<file path="src/rtl/direction_pkg.sv">
// Package of constants and types for the direction-change detector
//----------------------------------------------------------------------
// Functional notes
// RULE1 - Interrupt output only when direction_irq_enable set
// RULE2 - Latch bit holds source until acknowledge read
// RULE3 - Per-axis high enables gate interrupt above threshold
// RULE4 - Per-axis low enables gate interrupt below threshold
// RULE5 - Change flag set when direction differs from previous
// RULE6 - High flag set beyond outer threshold, positive
// RULE7 - Low flag set beyond outer threshold, negative
// RULE8 - Flags clear below inner threshold: hysteresis
// RULE9 - Acknowledge read refreshes source, returns zero
// RULE10 - Inner threshold built from two byte registers
// RULE11 - Outer threshold built from two byte registers
// RULE12 - Filter select chooses filtered or raw samples
// RULE13 - Unlatched: flags follow each sample; irq from enables
//----------------------------------------------------------------------
package direction_pkg;
    localparam logic [7:0] ADDR_CONFIG     = 8'h38;
    localparam logic [7:0] ADDR_SOURCE     = 8'h39;
    localparam logic [7:0] ADDR_ACK        = 8'h3A;
    localparam logic [7:0] ADDR_INNER_LOW  = 8'h3C;
    localparam logic [7:0] ADDR_INNER_HIGH = 8'h3D;
    localparam logic [7:0] ADDR_OUTER_LOW  = 8'h3E;
    localparam logic [7:0] ADDR_OUTER_HIGH = 8'h3F;
    // Config field positions
    localparam int CFG_IRQ_EN_BIT  = 7;
    localparam int CFG_LATCH_BIT   = 6;
    // Source field positions
    localparam int SRC_CHANGE_BIT  = 6;
    // Reset values
    localparam logic [7:0]  CONFIG_RESET    = 8'h00;
    localparam logic [7:0]  SOURCE_RESET    = 8'h00;
    localparam logic [15:0] THRESHOLD_RESET = 16'h0000;
    localparam logic [7:0]  READ_ZERO       = 8'h00;
    typedef logic [15:0] sample_t;
endpackage

</file>
<file path="src/rtl/axis_bus_if.sv">
// Interface carrying per-axis samples and flags between detector modules
`timescale 1ns/1ps
interface axis_bus_if;
    logic signed [15:0] sample;
    logic [15:0]        inner_thr;
    logic [15:0]        outer_thr;
    logic               high_prev;
    logic               low_prev;
    logic               high_next;
    logic               low_next;
    modport cmp (input sample, inner_thr, outer_thr, high_prev, low_prev,
                 output high_next, low_next);
    modport top (output sample, inner_thr, outer_thr, high_prev, low_prev,
                 input high_next, low_next);
endinterface

</file>
<file path="src/rtl/direction_change_detector.sv">
// Direction-change detector with hysteresis and latched source
`timescale 1ns/1ps
module direction_change_detector
    import direction_pkg::*;
(
    // Clock, reset, enable
    input  wire logic                   sys_clk_i,
    input  wire logic                   rst_i,
    input  wire logic                   ce_i,
    // Samples, one strobe per output data rate period
    input  wire logic                   sample_valid_i,
    input  wire direction_pkg::sample_t raw_x_i,
    input  wire direction_pkg::sample_t raw_y_i,
    input  wire direction_pkg::sample_t raw_z_i,
    input  wire direction_pkg::sample_t filt_x_i,
    input  wire direction_pkg::sample_t filt_y_i,
    input  wire direction_pkg::sample_t filt_z_i,
    input  wire logic                   direction_filter_select_i,
    // Register port
    input  wire logic [7:0]             reg_addr_i,
    input  wire logic                   reg_wr_i,
    input  wire logic                   reg_rd_i,
    input  wire logic [7:0]             reg_wdata_i,
    output logic [7:0]                  reg_rdata_o,
    // Interrupt
    output logic                        direction_irq_o
);
    import direction_pkg::*;

    //------------------------------------------------------------------
    // Registers
    //------------------------------------------------------------------
    logic [7:0]  config_r;
    logic [7:0]  source_r;
    logic [15:0] inner_r;
    logic [15:0] outer_r;
    logic [7:0]  rdata_r;
    logic        irq_r;
    logic [5:0]  flags_r;

    logic        cfg_irq_en;
    logic        cfg_latch;
    logic [5:0]  cfg_event_en;
    logic [7:0]  config_nxt;
    // Interrupt and event enables follow a config write on the same edge; the latch bit one edge late
    assign config_nxt   = (reg_wr_i && reg_addr_i == ADDR_CONFIG)
                          ? reg_wdata_i : config_r;
    assign cfg_irq_en   = config_nxt[CFG_IRQ_EN_BIT];
    assign cfg_latch    = config_r[CFG_LATCH_BIT];
    assign cfg_event_en = config_nxt[5:0];

    //------------------------------------------------------------------
    // Sample selection and comparators
    //------------------------------------------------------------------
    sample_t sx;
    sample_t sy;
    sample_t sz;
    assign sx = direction_filter_select_i ? filt_x_i : raw_x_i; // [RULE12]
    assign sy = direction_filter_select_i ? filt_y_i : raw_y_i; // [RULE12]
    assign sz = direction_filter_select_i ? filt_z_i : raw_z_i; // [RULE12]

    axis_bus_if ax ();
    axis_bus_if ay ();
    axis_bus_if az ();
    assign ax.sample    = sx;
    assign ay.sample    = sy;
    assign az.sample    = sz;
    assign ax.inner_thr = inner_r;                             // [RULE10]
    assign ay.inner_thr = inner_r;
    assign az.inner_thr = inner_r;
    assign ax.outer_thr = outer_r;                             // [RULE11]
    assign ay.outer_thr = outer_r;
    assign az.outer_thr = outer_r;
    // Flag order: zh zl yh yl xh xl
    assign az.high_prev = flags_r[5];
    assign az.low_prev  = flags_r[4];
    assign ay.high_prev = flags_r[3];
    assign ay.low_prev  = flags_r[2];
    assign ax.high_prev = flags_r[1];
    assign ax.low_prev  = flags_r[0];

    axis_hysteresis u_x (.ab(ax));
    axis_hysteresis u_y (.ab(ay));
    axis_hysteresis u_z (.ab(az));

    logic [5:0] flags_nxt;
    assign flags_nxt = {az.high_next, az.low_next, ay.high_next,
                        ay.low_next, ax.high_next, ax.low_next};

    //------------------------------------------------------------------
    // Source evaluation
    //------------------------------------------------------------------
    logic       change_nxt;
    logic [7:0] fresh_src;
    logic       ack_rd;
    logic       held;
    logic [7:0] source_nxt;
    logic       irq_nxt;

    // Direction is the set of axis flags; a change is any difference
    assign change_nxt = flags_nxt != flags_r;                  // [RULE5]
    assign fresh_src  = {1'b0, change_nxt, flags_nxt};
    assign ack_rd     = reg_rd_i && (reg_addr_i == ADDR_ACK);  // [RULE9]
    // Latched: a held event stays until acknowledged; new events OR in
    assign held       = cfg_latch && source_r[SRC_CHANGE_BIT]
                        && !ack_rd;                            // [RULE2]
    assign source_nxt = !sample_valid_i ? (ack_rd ? SOURCE_RESET
                                          : source_r)
                      : held ? (source_r | fresh_src)          // [RULE2]
                      : fresh_src;                             // [RULE13]
    // Event enables select which axis flags raise the interrupt
    assign irq_nxt = cfg_irq_en && source_nxt[SRC_CHANGE_BIT]  // [RULE1]
                     && |(source_nxt[5:0] & cfg_event_en); // [RULE3] [RULE4]

    //------------------------------------------------------------------
    // Register port
    //------------------------------------------------------------------
    logic [7:0] rd_mux;
    assign rd_mux = (reg_addr_i == ADDR_CONFIG)     ? config_r
                  : (reg_addr_i == ADDR_SOURCE)     ? source_r
                  : (reg_addr_i == ADDR_INNER_LOW)  ? inner_r[7:0]
                  : (reg_addr_i == ADDR_INNER_HIGH) ? inner_r[15:8]
                  : (reg_addr_i == ADDR_OUTER_LOW)  ? outer_r[7:0]
                  : (reg_addr_i == ADDR_OUTER_HIGH) ? outer_r[15:8]
                  : READ_ZERO;                                 // [RULE9]

    always_ff @(posedge sys_clk_i) begin
        if (rst_i) begin
            config_r <= CONFIG_RESET;
            inner_r  <= THRESHOLD_RESET;
            outer_r  <= THRESHOLD_RESET;
        end else if (ce_i && reg_wr_i) begin
            if (reg_addr_i == ADDR_CONFIG)
                config_r <= reg_wdata_i;
            if (reg_addr_i == ADDR_INNER_LOW)
                inner_r[7:0] <= reg_wdata_i;                   // [RULE10]
            if (reg_addr_i == ADDR_INNER_HIGH)
                inner_r[15:8] <= reg_wdata_i;                  // [RULE10]
            if (reg_addr_i == ADDR_OUTER_LOW)
                outer_r[7:0] <= reg_wdata_i;                   // [RULE11]
            if (reg_addr_i == ADDR_OUTER_HIGH)
                outer_r[15:8] <= reg_wdata_i;                  // [RULE11]
        end
    end

    always_ff @(posedge sys_clk_i) begin
        if (rst_i) begin
            rdata_r <= READ_ZERO;
        end else if (ce_i && reg_rd_i) begin
            rdata_r <= rd_mux;
        end
    end

    // Hysteresis state tracks every sample, even while the source is held
    always_ff @(posedge sys_clk_i) begin
        if (rst_i) begin
            flags_r  <= 6'h00;
            source_r <= SOURCE_RESET;
            irq_r    <= 1'b0;
        end else if (ce_i) begin
            if (sample_valid_i)
                flags_r <= flags_nxt;                          // [RULE6]
            source_r <= source_nxt;
            irq_r    <= irq_nxt;                               // [RULE1]
        end
    end

    assign reg_rdata_o     = rdata_r;
    assign direction_irq_o = irq_r;

    //------------------------------------------------------------------
    // Assertions
    //------------------------------------------------------------------
    property p_irq_needs_enable;
        @(posedge sys_clk_i) disable iff (rst_i)
        direction_irq_o |-> config_r[CFG_IRQ_EN_BIT];
    endproperty
    a_irq_needs_enable: assert property (p_irq_needs_enable) // [RULE1]
        else $error("interrupt while disabled");

    property p_latch_holds;
        @(posedge sys_clk_i) disable iff (rst_i)
        (ce_i && cfg_latch && source_r[SRC_CHANGE_BIT] && !ack_rd
         && !reg_wr_i)
        |=> source_r[SRC_CHANGE_BIT];
    endproperty
    a_latch_holds: assert property (p_latch_holds) // [RULE2]
        else $error("latched event lost");

    property p_high_enable;
        @(posedge sys_clk_i) disable iff (rst_i)
        direction_irq_o |-> |(source_r[5:0] & config_r[5:0]);
    endproperty
    a_high_enable: assert property (p_high_enable) // [RULE3]
        else $error("interrupt without enabled event");

    property p_low_enable;
        @(posedge sys_clk_i) disable iff (rst_i)
        (direction_irq_o && config_r[5:0] == 6'h15)
        |-> |(source_r[4:0] & 5'h15);
    endproperty
    a_low_enable: assert property (p_low_enable) // [RULE4]
        else $error("low-only enables but no low flag");

    property p_change;
        @(posedge sys_clk_i) disable iff (rst_i)
        (ce_i && sample_valid_i && !cfg_latch)
        |=> source_r[SRC_CHANGE_BIT] == (flags_r != $past(flags_r));
    endproperty
    a_change: assert property (p_change) // [RULE5]
        else $error("change flag mismatch");

    property p_high_set;
        @(posedge sys_clk_i) disable iff (rst_i)
        (ce_i && sample_valid_i && $signed(sx) > $signed({1'b0, outer_r}))
        |=> flags_r[1];
    endproperty
    a_high_set: assert property (p_high_set) // [RULE6]
        else $error("x high flag not set");

    property p_low_set;
        @(posedge sys_clk_i) disable iff (rst_i)
        (ce_i && sample_valid_i
         && -$signed({sx[15], sx}) > $signed({1'b0, outer_r}))
        |=> flags_r[0];
    endproperty
    a_low_set: assert property (p_low_set) // [RULE7]
        else $error("x low flag not set");

    property p_inner_clear;
        @(posedge sys_clk_i) disable iff (rst_i)
        (ce_i && sample_valid_i && outer_r >= inner_r
         && $signed({sx[15], sx}) < $signed({1'b0, inner_r}))
        |=> !flags_r[1];
    endproperty
    a_inner_clear: assert property (p_inner_clear) // [RULE8]
        else $error("x high flag not cleared");

    property p_ack_zero;
        @(posedge sys_clk_i) disable iff (rst_i)
        (ce_i && ack_rd) |=> reg_rdata_o == READ_ZERO;
    endproperty
    a_ack_zero: assert property (p_ack_zero) // [RULE9]
        else $error("acknowledge read not zero");

    c_irq:    cover property (@(posedge sys_clk_i) direction_irq_o);
    c_latch:  cover property (@(posedge sys_clk_i)
                              cfg_latch && source_r[SRC_CHANGE_BIT] && ack_rd);
    c_change: cover property (@(posedge sys_clk_i)
                              source_r[SRC_CHANGE_BIT] && !cfg_latch);
endmodule

</file>
<file path="src/rtl/axis_hysteresis.sv">
// Per-axis hysteresis comparator
`timescale 1ns/1ps
module axis_hysteresis (
    axis_bus_if.cmp ab
);
    logic signed [16:0] s_ext;
    logic signed [16:0] neg_s;
    logic signed [16:0] in_ext;
    logic signed [16:0] out_ext;
    logic               above_pos;
    logic               above_neg;
    logic               inside_pos;
    logic               inside_neg;

    assign s_ext      = {ab.sample[15], ab.sample};
    assign neg_s      = -s_ext;
    assign in_ext     = {1'b0, ab.inner_thr};
    assign out_ext    = {1'b0, ab.outer_thr};
    assign above_pos  = s_ext > out_ext;                       // [RULE6]
    assign above_neg  = neg_s > out_ext;                       // [RULE7]
    assign inside_pos = s_ext < in_ext;                        // [RULE8]
    assign inside_neg = neg_s < in_ext;                        // [RULE8]
    // Between thresholds the previous flag is kept
    assign ab.high_next = above_pos | (ab.high_prev & ~inside_pos);
    assign ab.low_next  = above_neg | (ab.low_prev & ~inside_neg);
endmodule

</file>
<file path="config.mk">
export PLATFORM = sky130hd
export DESIGN_NAME = direction_change_detector
export DESIGN_NICKNAME = d
export VERILOG_FILES = /design/src/rtl/direction_pkg.sv /design/src/rtl/axis_bus_if.sv /design/src/rtl/direction_change_detector.sv /design/src/rtl/axis_hysteresis.sv
export SDC_FILE = /design/constraint.sdc
export NUM_CORES = 1
export LEC_CHECK = 0
export BUFFER_PORTS_ARGS = -buffer_cell sky130_fd_sc_hd__buf_2
export CAP_MARGIN = 15
export CORE_MARGIN = 2
export CORE_UTILIZATION = 29
export DETAILED_ROUTE_END_ITERATION = 10
export GPL_TIMING_DRIVEN = 0
export PLACE_DENSITY_LB_ADDON = 0.12
export SYNTH_ARGS = -nofsm -noshare
export SYNTH_HDL_FRONTEND = slang
export SYNTH_HIERARCHICAL = 1
export SYNTH_SLANG_ARGS = --single-unit
</file>
<file path="constraint.sdc">
create_clock -name sys_clk_i -period 4.97 [get_ports sys_clk_i]
set_input_delay 0.2485 -clock sys_clk_i [delete_from_list [all_inputs] [get_ports sys_clk_i]]
set_output_delay 0.2485 -clock sys_clk_i [all_outputs]
set_load 0.05 [all_outputs]
</file>
==> results.yml, run 1 <==
status:
  status: "finished clean"
setup_path:
  worstPathRequired_ps: 5160
  timing.rr.end: "source_r[6]"
  critPathMaxFanout: 10
  timing.rr.start: "ax.outer_thr[7]"
  rr_worst_depth: 13
  crit_path_start_kind: "input pin"
  rrSetupSlack_ps: 1260
  path_class: "in2reg"
  cp-end-kind: "flip-flop"
  timing.critical_path.arrival_ps: 4880
synthesis:
  syn_inst: 1033
  syn_area_mm2: 0.00870
  syn_area_per_cell_um2: 8.42
  synth_nets: 1338
  yosysTopAreaCellShare_pct: 26.7
  synthTopCellsByCount: "ha_1 (186), inv_1 (123), nand2_1 (73), nor2_1 (65), a21oi_1 (64)"
  synth-edff-count: 0
  synth_flop_cell: "dfxtp_1"
  synth.area.top_cells: "ha_1 (27%), dfxtp_1 (14%), mux2_2 (6.2%)"
  synth_cell_types: 68
  yosys_register_bits: 62
  synth_seq_area_share_pct: 14.3
  yosysTopAreaCell: "ha_1"
  ys.warnings.count: 6
  yosysMostFrequentCell: "ha_1"
  async_reset_ff_share_pct: 0
cts:
  clock-sinks: 62
  path_clk_slew_ps: 50
  numCtsBuffers: 9
  tritoncts: "built"
  h-tree-depth: 3
  cts_setup_buffers: 0
  cts-root-buf: "clkbuf_16"
  clock_path_buffers: 2
  clkLatencyLatePin_ps: 330
pwr:
  power_frac_clock_pct: 36.2
  seq_power_share_pct: 28.6
  p_total_mw: 1.79
  p_per_area_mw_per_mm2: 175
  switching_share_pct: 33.7
  power_frac_comb_pct: 35.2
  p_sw_uw: 602
  power.internal_mw: 1.18
  irDropWorstVdd_mv: 0.129
  p_leak_nw: 4.05
final_layout:
  diodes: 0
  final_net_count: 1473
  syn2layout_area_growth_pct: 17.0
  drive_gt1_share_pct: 20.3
  final_cell_area_mm2: 0.0102
detailed_routing:
  viasPerCell: 5.12
  final_antenna_net_count: 0
  dr_total_vias: 8002
  routed_wl_mm: 30.3
  drt_iter0_markers: 401
  wl_per_cell_um: 19.4
  firstDrtPassIters: 5
  drc: 0
place:
  placed_area_mm2: 0.00981
  hpwl_mm: 24.9
  gp_congestion: 0.808
  pre_cts_slack_ps: -1280
  portBuffers: 124
global_route:
  grt_max_degree: 13
  antenna_found_initial: 0
  grt_pass1_vias: 7900
  grt-ovfl-total: 0
  grt_pass1_wl_mm: 46.4
  grt_util_all_layers_pct: 19.5
die:
  die_h_um: 177
  io_pins: 128
  initial_core_util_pct: 29.4
  dieArea_mm2: 0.0314
  core_area_mm2: 0.0296
  fp-row-count: 63
  die_width_um: 177
min_path:
  hold_path.class: "in2reg"
  min_to: "ax.inner_thr[7]"
  hp-start: "reg_wdata_i[7]"
  worstHoldPathCells: 3
timing:
  max_clock_freq_ghz: 0.213
  worst_slew_pin_slew_ps: 672
  setup_viol: 0
  fin_crit_ps: 4680
  hold_ws_ps: 249
  finalSetupTns_ps: 0
  skew_ps: 7.41
  max-slew-margin-rel_pct: 55.2
  slew_viol_final: 0
  setup_slack_ps: 285
  finalHoldViolCount: 0
  fin_crit_sh_pct: 94.3
flow_run:
  cap_violations: 0
[worst max-delay path by stage]
stage,startpoint,end,cells after the start
6_report,direction_filter_select_i,source_r[6],19
5_1_grt,direction_filter_select_i,source_r[6],19
4_1_cts,direction_filter_select_i,source_r[6],20
3_5_place_dp,direction_filter_select_i,source_r[6],18
3_3_place_gp,direction_filter_select_i,source_r[6],19
2_1_floorplan,direction_filter_select_i,source_r[6],19
[state kept, by name, indices dropped and copies added, names as in the netlist]
name and count:
config_r 8, source_r 7, direction_irq_o 1, ax.outer_thr 16
flags_r 6, reg_rdata_o 8, ax.inner_thr 16
[cell type report]
| type | instances | area (um^2) |
|---|---|---|
| tap | 390 | 488 |
| sequential | 62 | 1240 |
| clock buffer | 10 | 239 |
| fill | 3178 | 19400 |
| multi-input combinational | 822 | 6890 |
| clock inverter | 6 | 68.8 |
| buffer | 26 | 171 |
| inverter | 123 | 462 |
| timing repair buffer | 124 | 621 |
[worst max-delay path, stage by stage]
cell and delay [ps]:
clkbuf_4 230, buf_8 200, mux2_2 430, or4_1 560, or4_4 530, nand2b_4 190, nor2_1 130, xnor2_1 180
ha_1 310, a21oi_1 140, o21ai_0 90, a221oi_1 380, o22ai_2 220, xnor2_2 220, nand3_1 140, a311oi_2 320
o21ai_0 130, a21oi_1 170, nor2_1 50
[power by group through the flow]
stage	Combinational, mW	Sequential (mW)	Clock [mW]
5_1_grt	0.715	0.512	0.685
3_5_place_dp	0.620	0.522	0
6_report	0.628	0.511	0.646
3_3_place_gp	0.615	0.522	0
2_1_floorplan	0.425	0.518	0
4_1_cts	0.627	0.511	0.656
[stage by stage]
stage          utilization, %  std cells
3_3_place_gp             33.2       1547
5_1_grt                  34.4       1563
6_report                 34.4       1563
2_1_floorplan               -       1033
4_1_cts                  34.3       1563
3_5_place_dp             33.2       1547
[cell usage in the layout (no fill, tap or decap), types with 9 or more instances in the layout]
cell | netlist | routed
a211o_1 | 10 | 10
a211oi_1 | 13 | 13
a21o_1 | 39 | 39
a21oi_1 | 64 | 64
a22oi_1 | 14 | 14
and4_1 | 13 | 13
buf_2 | 2 | 126
clkbuf_1 | 17 | 13
clkbuf_16 | 0 | 9
dfxtp_1 | 62 | 62
ha_1 | 186 | 186
inv_1 | 123 | 123
mux2_2 | 48 | 48
mux2i_1 | 38 | 38
nand2_1 | 73 | 73
nand3_1 | 24 | 24
nand4_1 | 13 | 13
nor2_1 | 65 | 65
nor3_1 | 12 | 12
nor4_1 | 11 | 9
o211ai_1 | 11 | 11
o21ai_0 | 19 | 19
o22ai_1 | 14 | 12
xnor2_1 | 35 | 34
xor2_1 | 12 | 12
[routing by layer]
metal / wire length, um / share of wire [%] / GRT usage [%] / vias up
li1: - / - / - / 4072
met1: 14700 / 48 / 26.6 / 3745
met2: 14200 / 47 / 33.5 / 154
met3: 838 / 2.8 / 1.18 / 31
met4: 615 / 2.0 / 4.20 / 0
met5: 0 / 0 / 0 / -
[cells by family (layout without fill, tap and decap cells)]
| kind of cell | after synthesis | count (layout) | share of synthesized area [%] |
|---|---|---|---|
| compound gates | 228 | 228 | 17.8 |
| xor+xnor | 47 | 47 | 4.73 |
| fa+ha+maj | 186 | 186 | 26.7 |
| buf+inv | 149 | 289 | 7.05 |
| flops | 62 | 62 | 14.3 |
| mux | 94 | 94 | 12.7 |
| simple gates | 267 | 267 | 16.7 |
[what timing repair did]
item,4_1_cts,5_1_grt
setup endpoints to repair,3,2
pin swaps,0,1
hold buffers,0,0
gates cloned,0,0
resized for setup,9,9
(Power assumes the default switching activity.)
==> run 2, diff against run 1 <==
clock period = 5.55 ns   (was 4.97 ns; I/O delays follow)
==> results.yml, run 2 (synthesized netlist as in run 1, its figures left out) <==
timing:
  rsz0062_at_grt: "no"
  worst_slew_pin_slew_ps: 661
  fin_crit_sh_pct: 93.3
  setup_slack_ps: 371
  max_clock_freq_ghz: 0.193
  fin_crit_ps: 5180
  max-slew-margin-rel_pct: 55.9
  setup_viol: 0
  finalSetupTns_ps: 0
  slew_viol_final: 0
  skew_ps: 7.21
  hold_ws_ps: 275
  finalHoldViolCount: 0
die:
  die_h_um: 177
  die_width_um: 177
  dieArea_mm2: 0.0314
  io_pins: 128
  fp-row-count: 63
  core_area_mm2: 0.0296
  initial_core_util_pct: 29.4
pwr:
  p_leak_nw: 4.04
  seq_power_share_pct: 28.7
  p_per_area_mw_per_mm2: 158
  p_sw_uw: 540
  power.internal_mw: 1.06
  irDropWorstVdd_mv: 0.117
  p_total_mw: 1.60
  switching_share_pct: 33.8
  power_frac_clock_pct: 36.5
  power_frac_comb_pct: 34.9
global_route:
  grt_pass1_vias: 7896
  grt-ovfl-total: 0
  antenna_found_initial: 0
  grt_max_degree: 13
  grt_util_all_layers_pct: 19.4
  grt_pass1_wl_mm: 46.4
final_layout:
  drive_gt1_share_pct: 19.7
  stdcell_count: 1563
  final_cell_area_mm2: 0.0101
  final_net_count: 1473
  utilization_pct: 34.3
  diodes: 0
  syn2layout_area_growth_pct: 16.4
  final_common_cell: "ha_1"
  layout_common_cells: "ha_1 (186), buf_2 (126), inv_1 (123)"
cts:
  cts-root-buf: "clkbuf_16"
  clkLatencyLatePin_ps: 330
  tritoncts: "built"
  numCtsBuffers: 9
  h-tree-depth: 3
  clock-sinks: 62
  hold_buffers: 0
  cts_setup_buffers: 0
  path_clk_slew_ps: 60
  clock_path_buffers: 2
setup_path:
  cp-end-kind: "flip-flop"
  crit_path_start_kind: "input pin"
  timing.critical_path.arrival_ps: 5380
  critPathMaxFanout: 10
  worstPathRequired_ps: 5750
  rrSetupSlack_ps: 1650
  path_class: "in2reg"
place:
  gp_congestion: 0.808
  pre_cts_slack_ps: -730
  hpwl_mm: 24.9
  dp.cells: 1547
  portBuffers: 124
  placed_area_mm2: 0.00981
detailed_routing:
  dr_total_vias: 7971
  viasPerCell: 5.10
  drc: 0
  final_antenna_net_count: 0
  routed_wl_mm: 30.3
  drt_iter0_markers: 386
  wl_per_cell_um: 19.4
  firstDrtPassIters: 5
status:
  status: "finished clean"
flow_run:
  cap_violations: 0
min_path:
  hold_path.class: "in2reg"
==> run 2: final timing paths <==
| check | from | end | cells past startpoint |
|---|---|---|---|
| min | reg_wdata_i[1] | ax.inner_thr[1] | 3 |
| max reg2reg | ax.outer_thr[7] | source_r[6] | 13 |
| min reg2reg | source_r[5] | source_r[5] | 2 |
| max | direction_filter_select_i | source_r[6] | 20 |
==> run 2: worst max-delay path, cell delays in order <==
cell      delay [ps]
clkbuf_2         280
clkbuf_4         360
mux2_2           450
or4_1            560
or4_4            520
nand2b_4         180
nor2_1           130
xnor2_1          170
ha_1             300
and4_1           230
nand2_1           70
o211ai_1          80
a31oi_1          230
o22ai_1          230
xnor2_1          310
nand3_1          140
a311oi_1         460
o21ai_0          140
a21oi_1          170
nor2_1            50
==> run 2: power groups by stage <==
stage	logic (mW)	registers (mW)	clock network [mW]
after floorplan	0.380	0.464	0
after global placement	0.551	0.467	0
after detailed placement	0.555	0.467	0
after CTS	0.559	0.457	0.587
after global routing	0.634	0.458	0.613
final	0.557	0.458	0.582
==> run 2: routing by layer <==
layer / vias to the layer above / routed length (um) / track usage [%] / share of wire [%]
met5: - / 0 / 0 / 0
met4: 0 / 576 / 4.20 / 1.9
met3: 28 / 805 / 1.18 / 2.7
met2: 158 / 14100 / 33.5 / 46
met1: 3715 / 14800 / 26.6 / 49
li1: 4070 / - / - / -
==> run 2: area by class of cell <==
cell class | instances | area, um^2
fill | 3181 | 19400
multi-input combinational | 822 | 6850
sequential | 62 | 1240
timing repair buffer | 124 | 621
tap | 390 | 488
inverter | 123 | 462
clock buffer | 10 | 239
buffer | 26 | 158
clock inverter | 6 | 68.8
==> run 2: repair_timing <==
item,CTS,global route
resized for setup,2,5
endpoints found under the setup margin,2,2
pin swaps,0,0
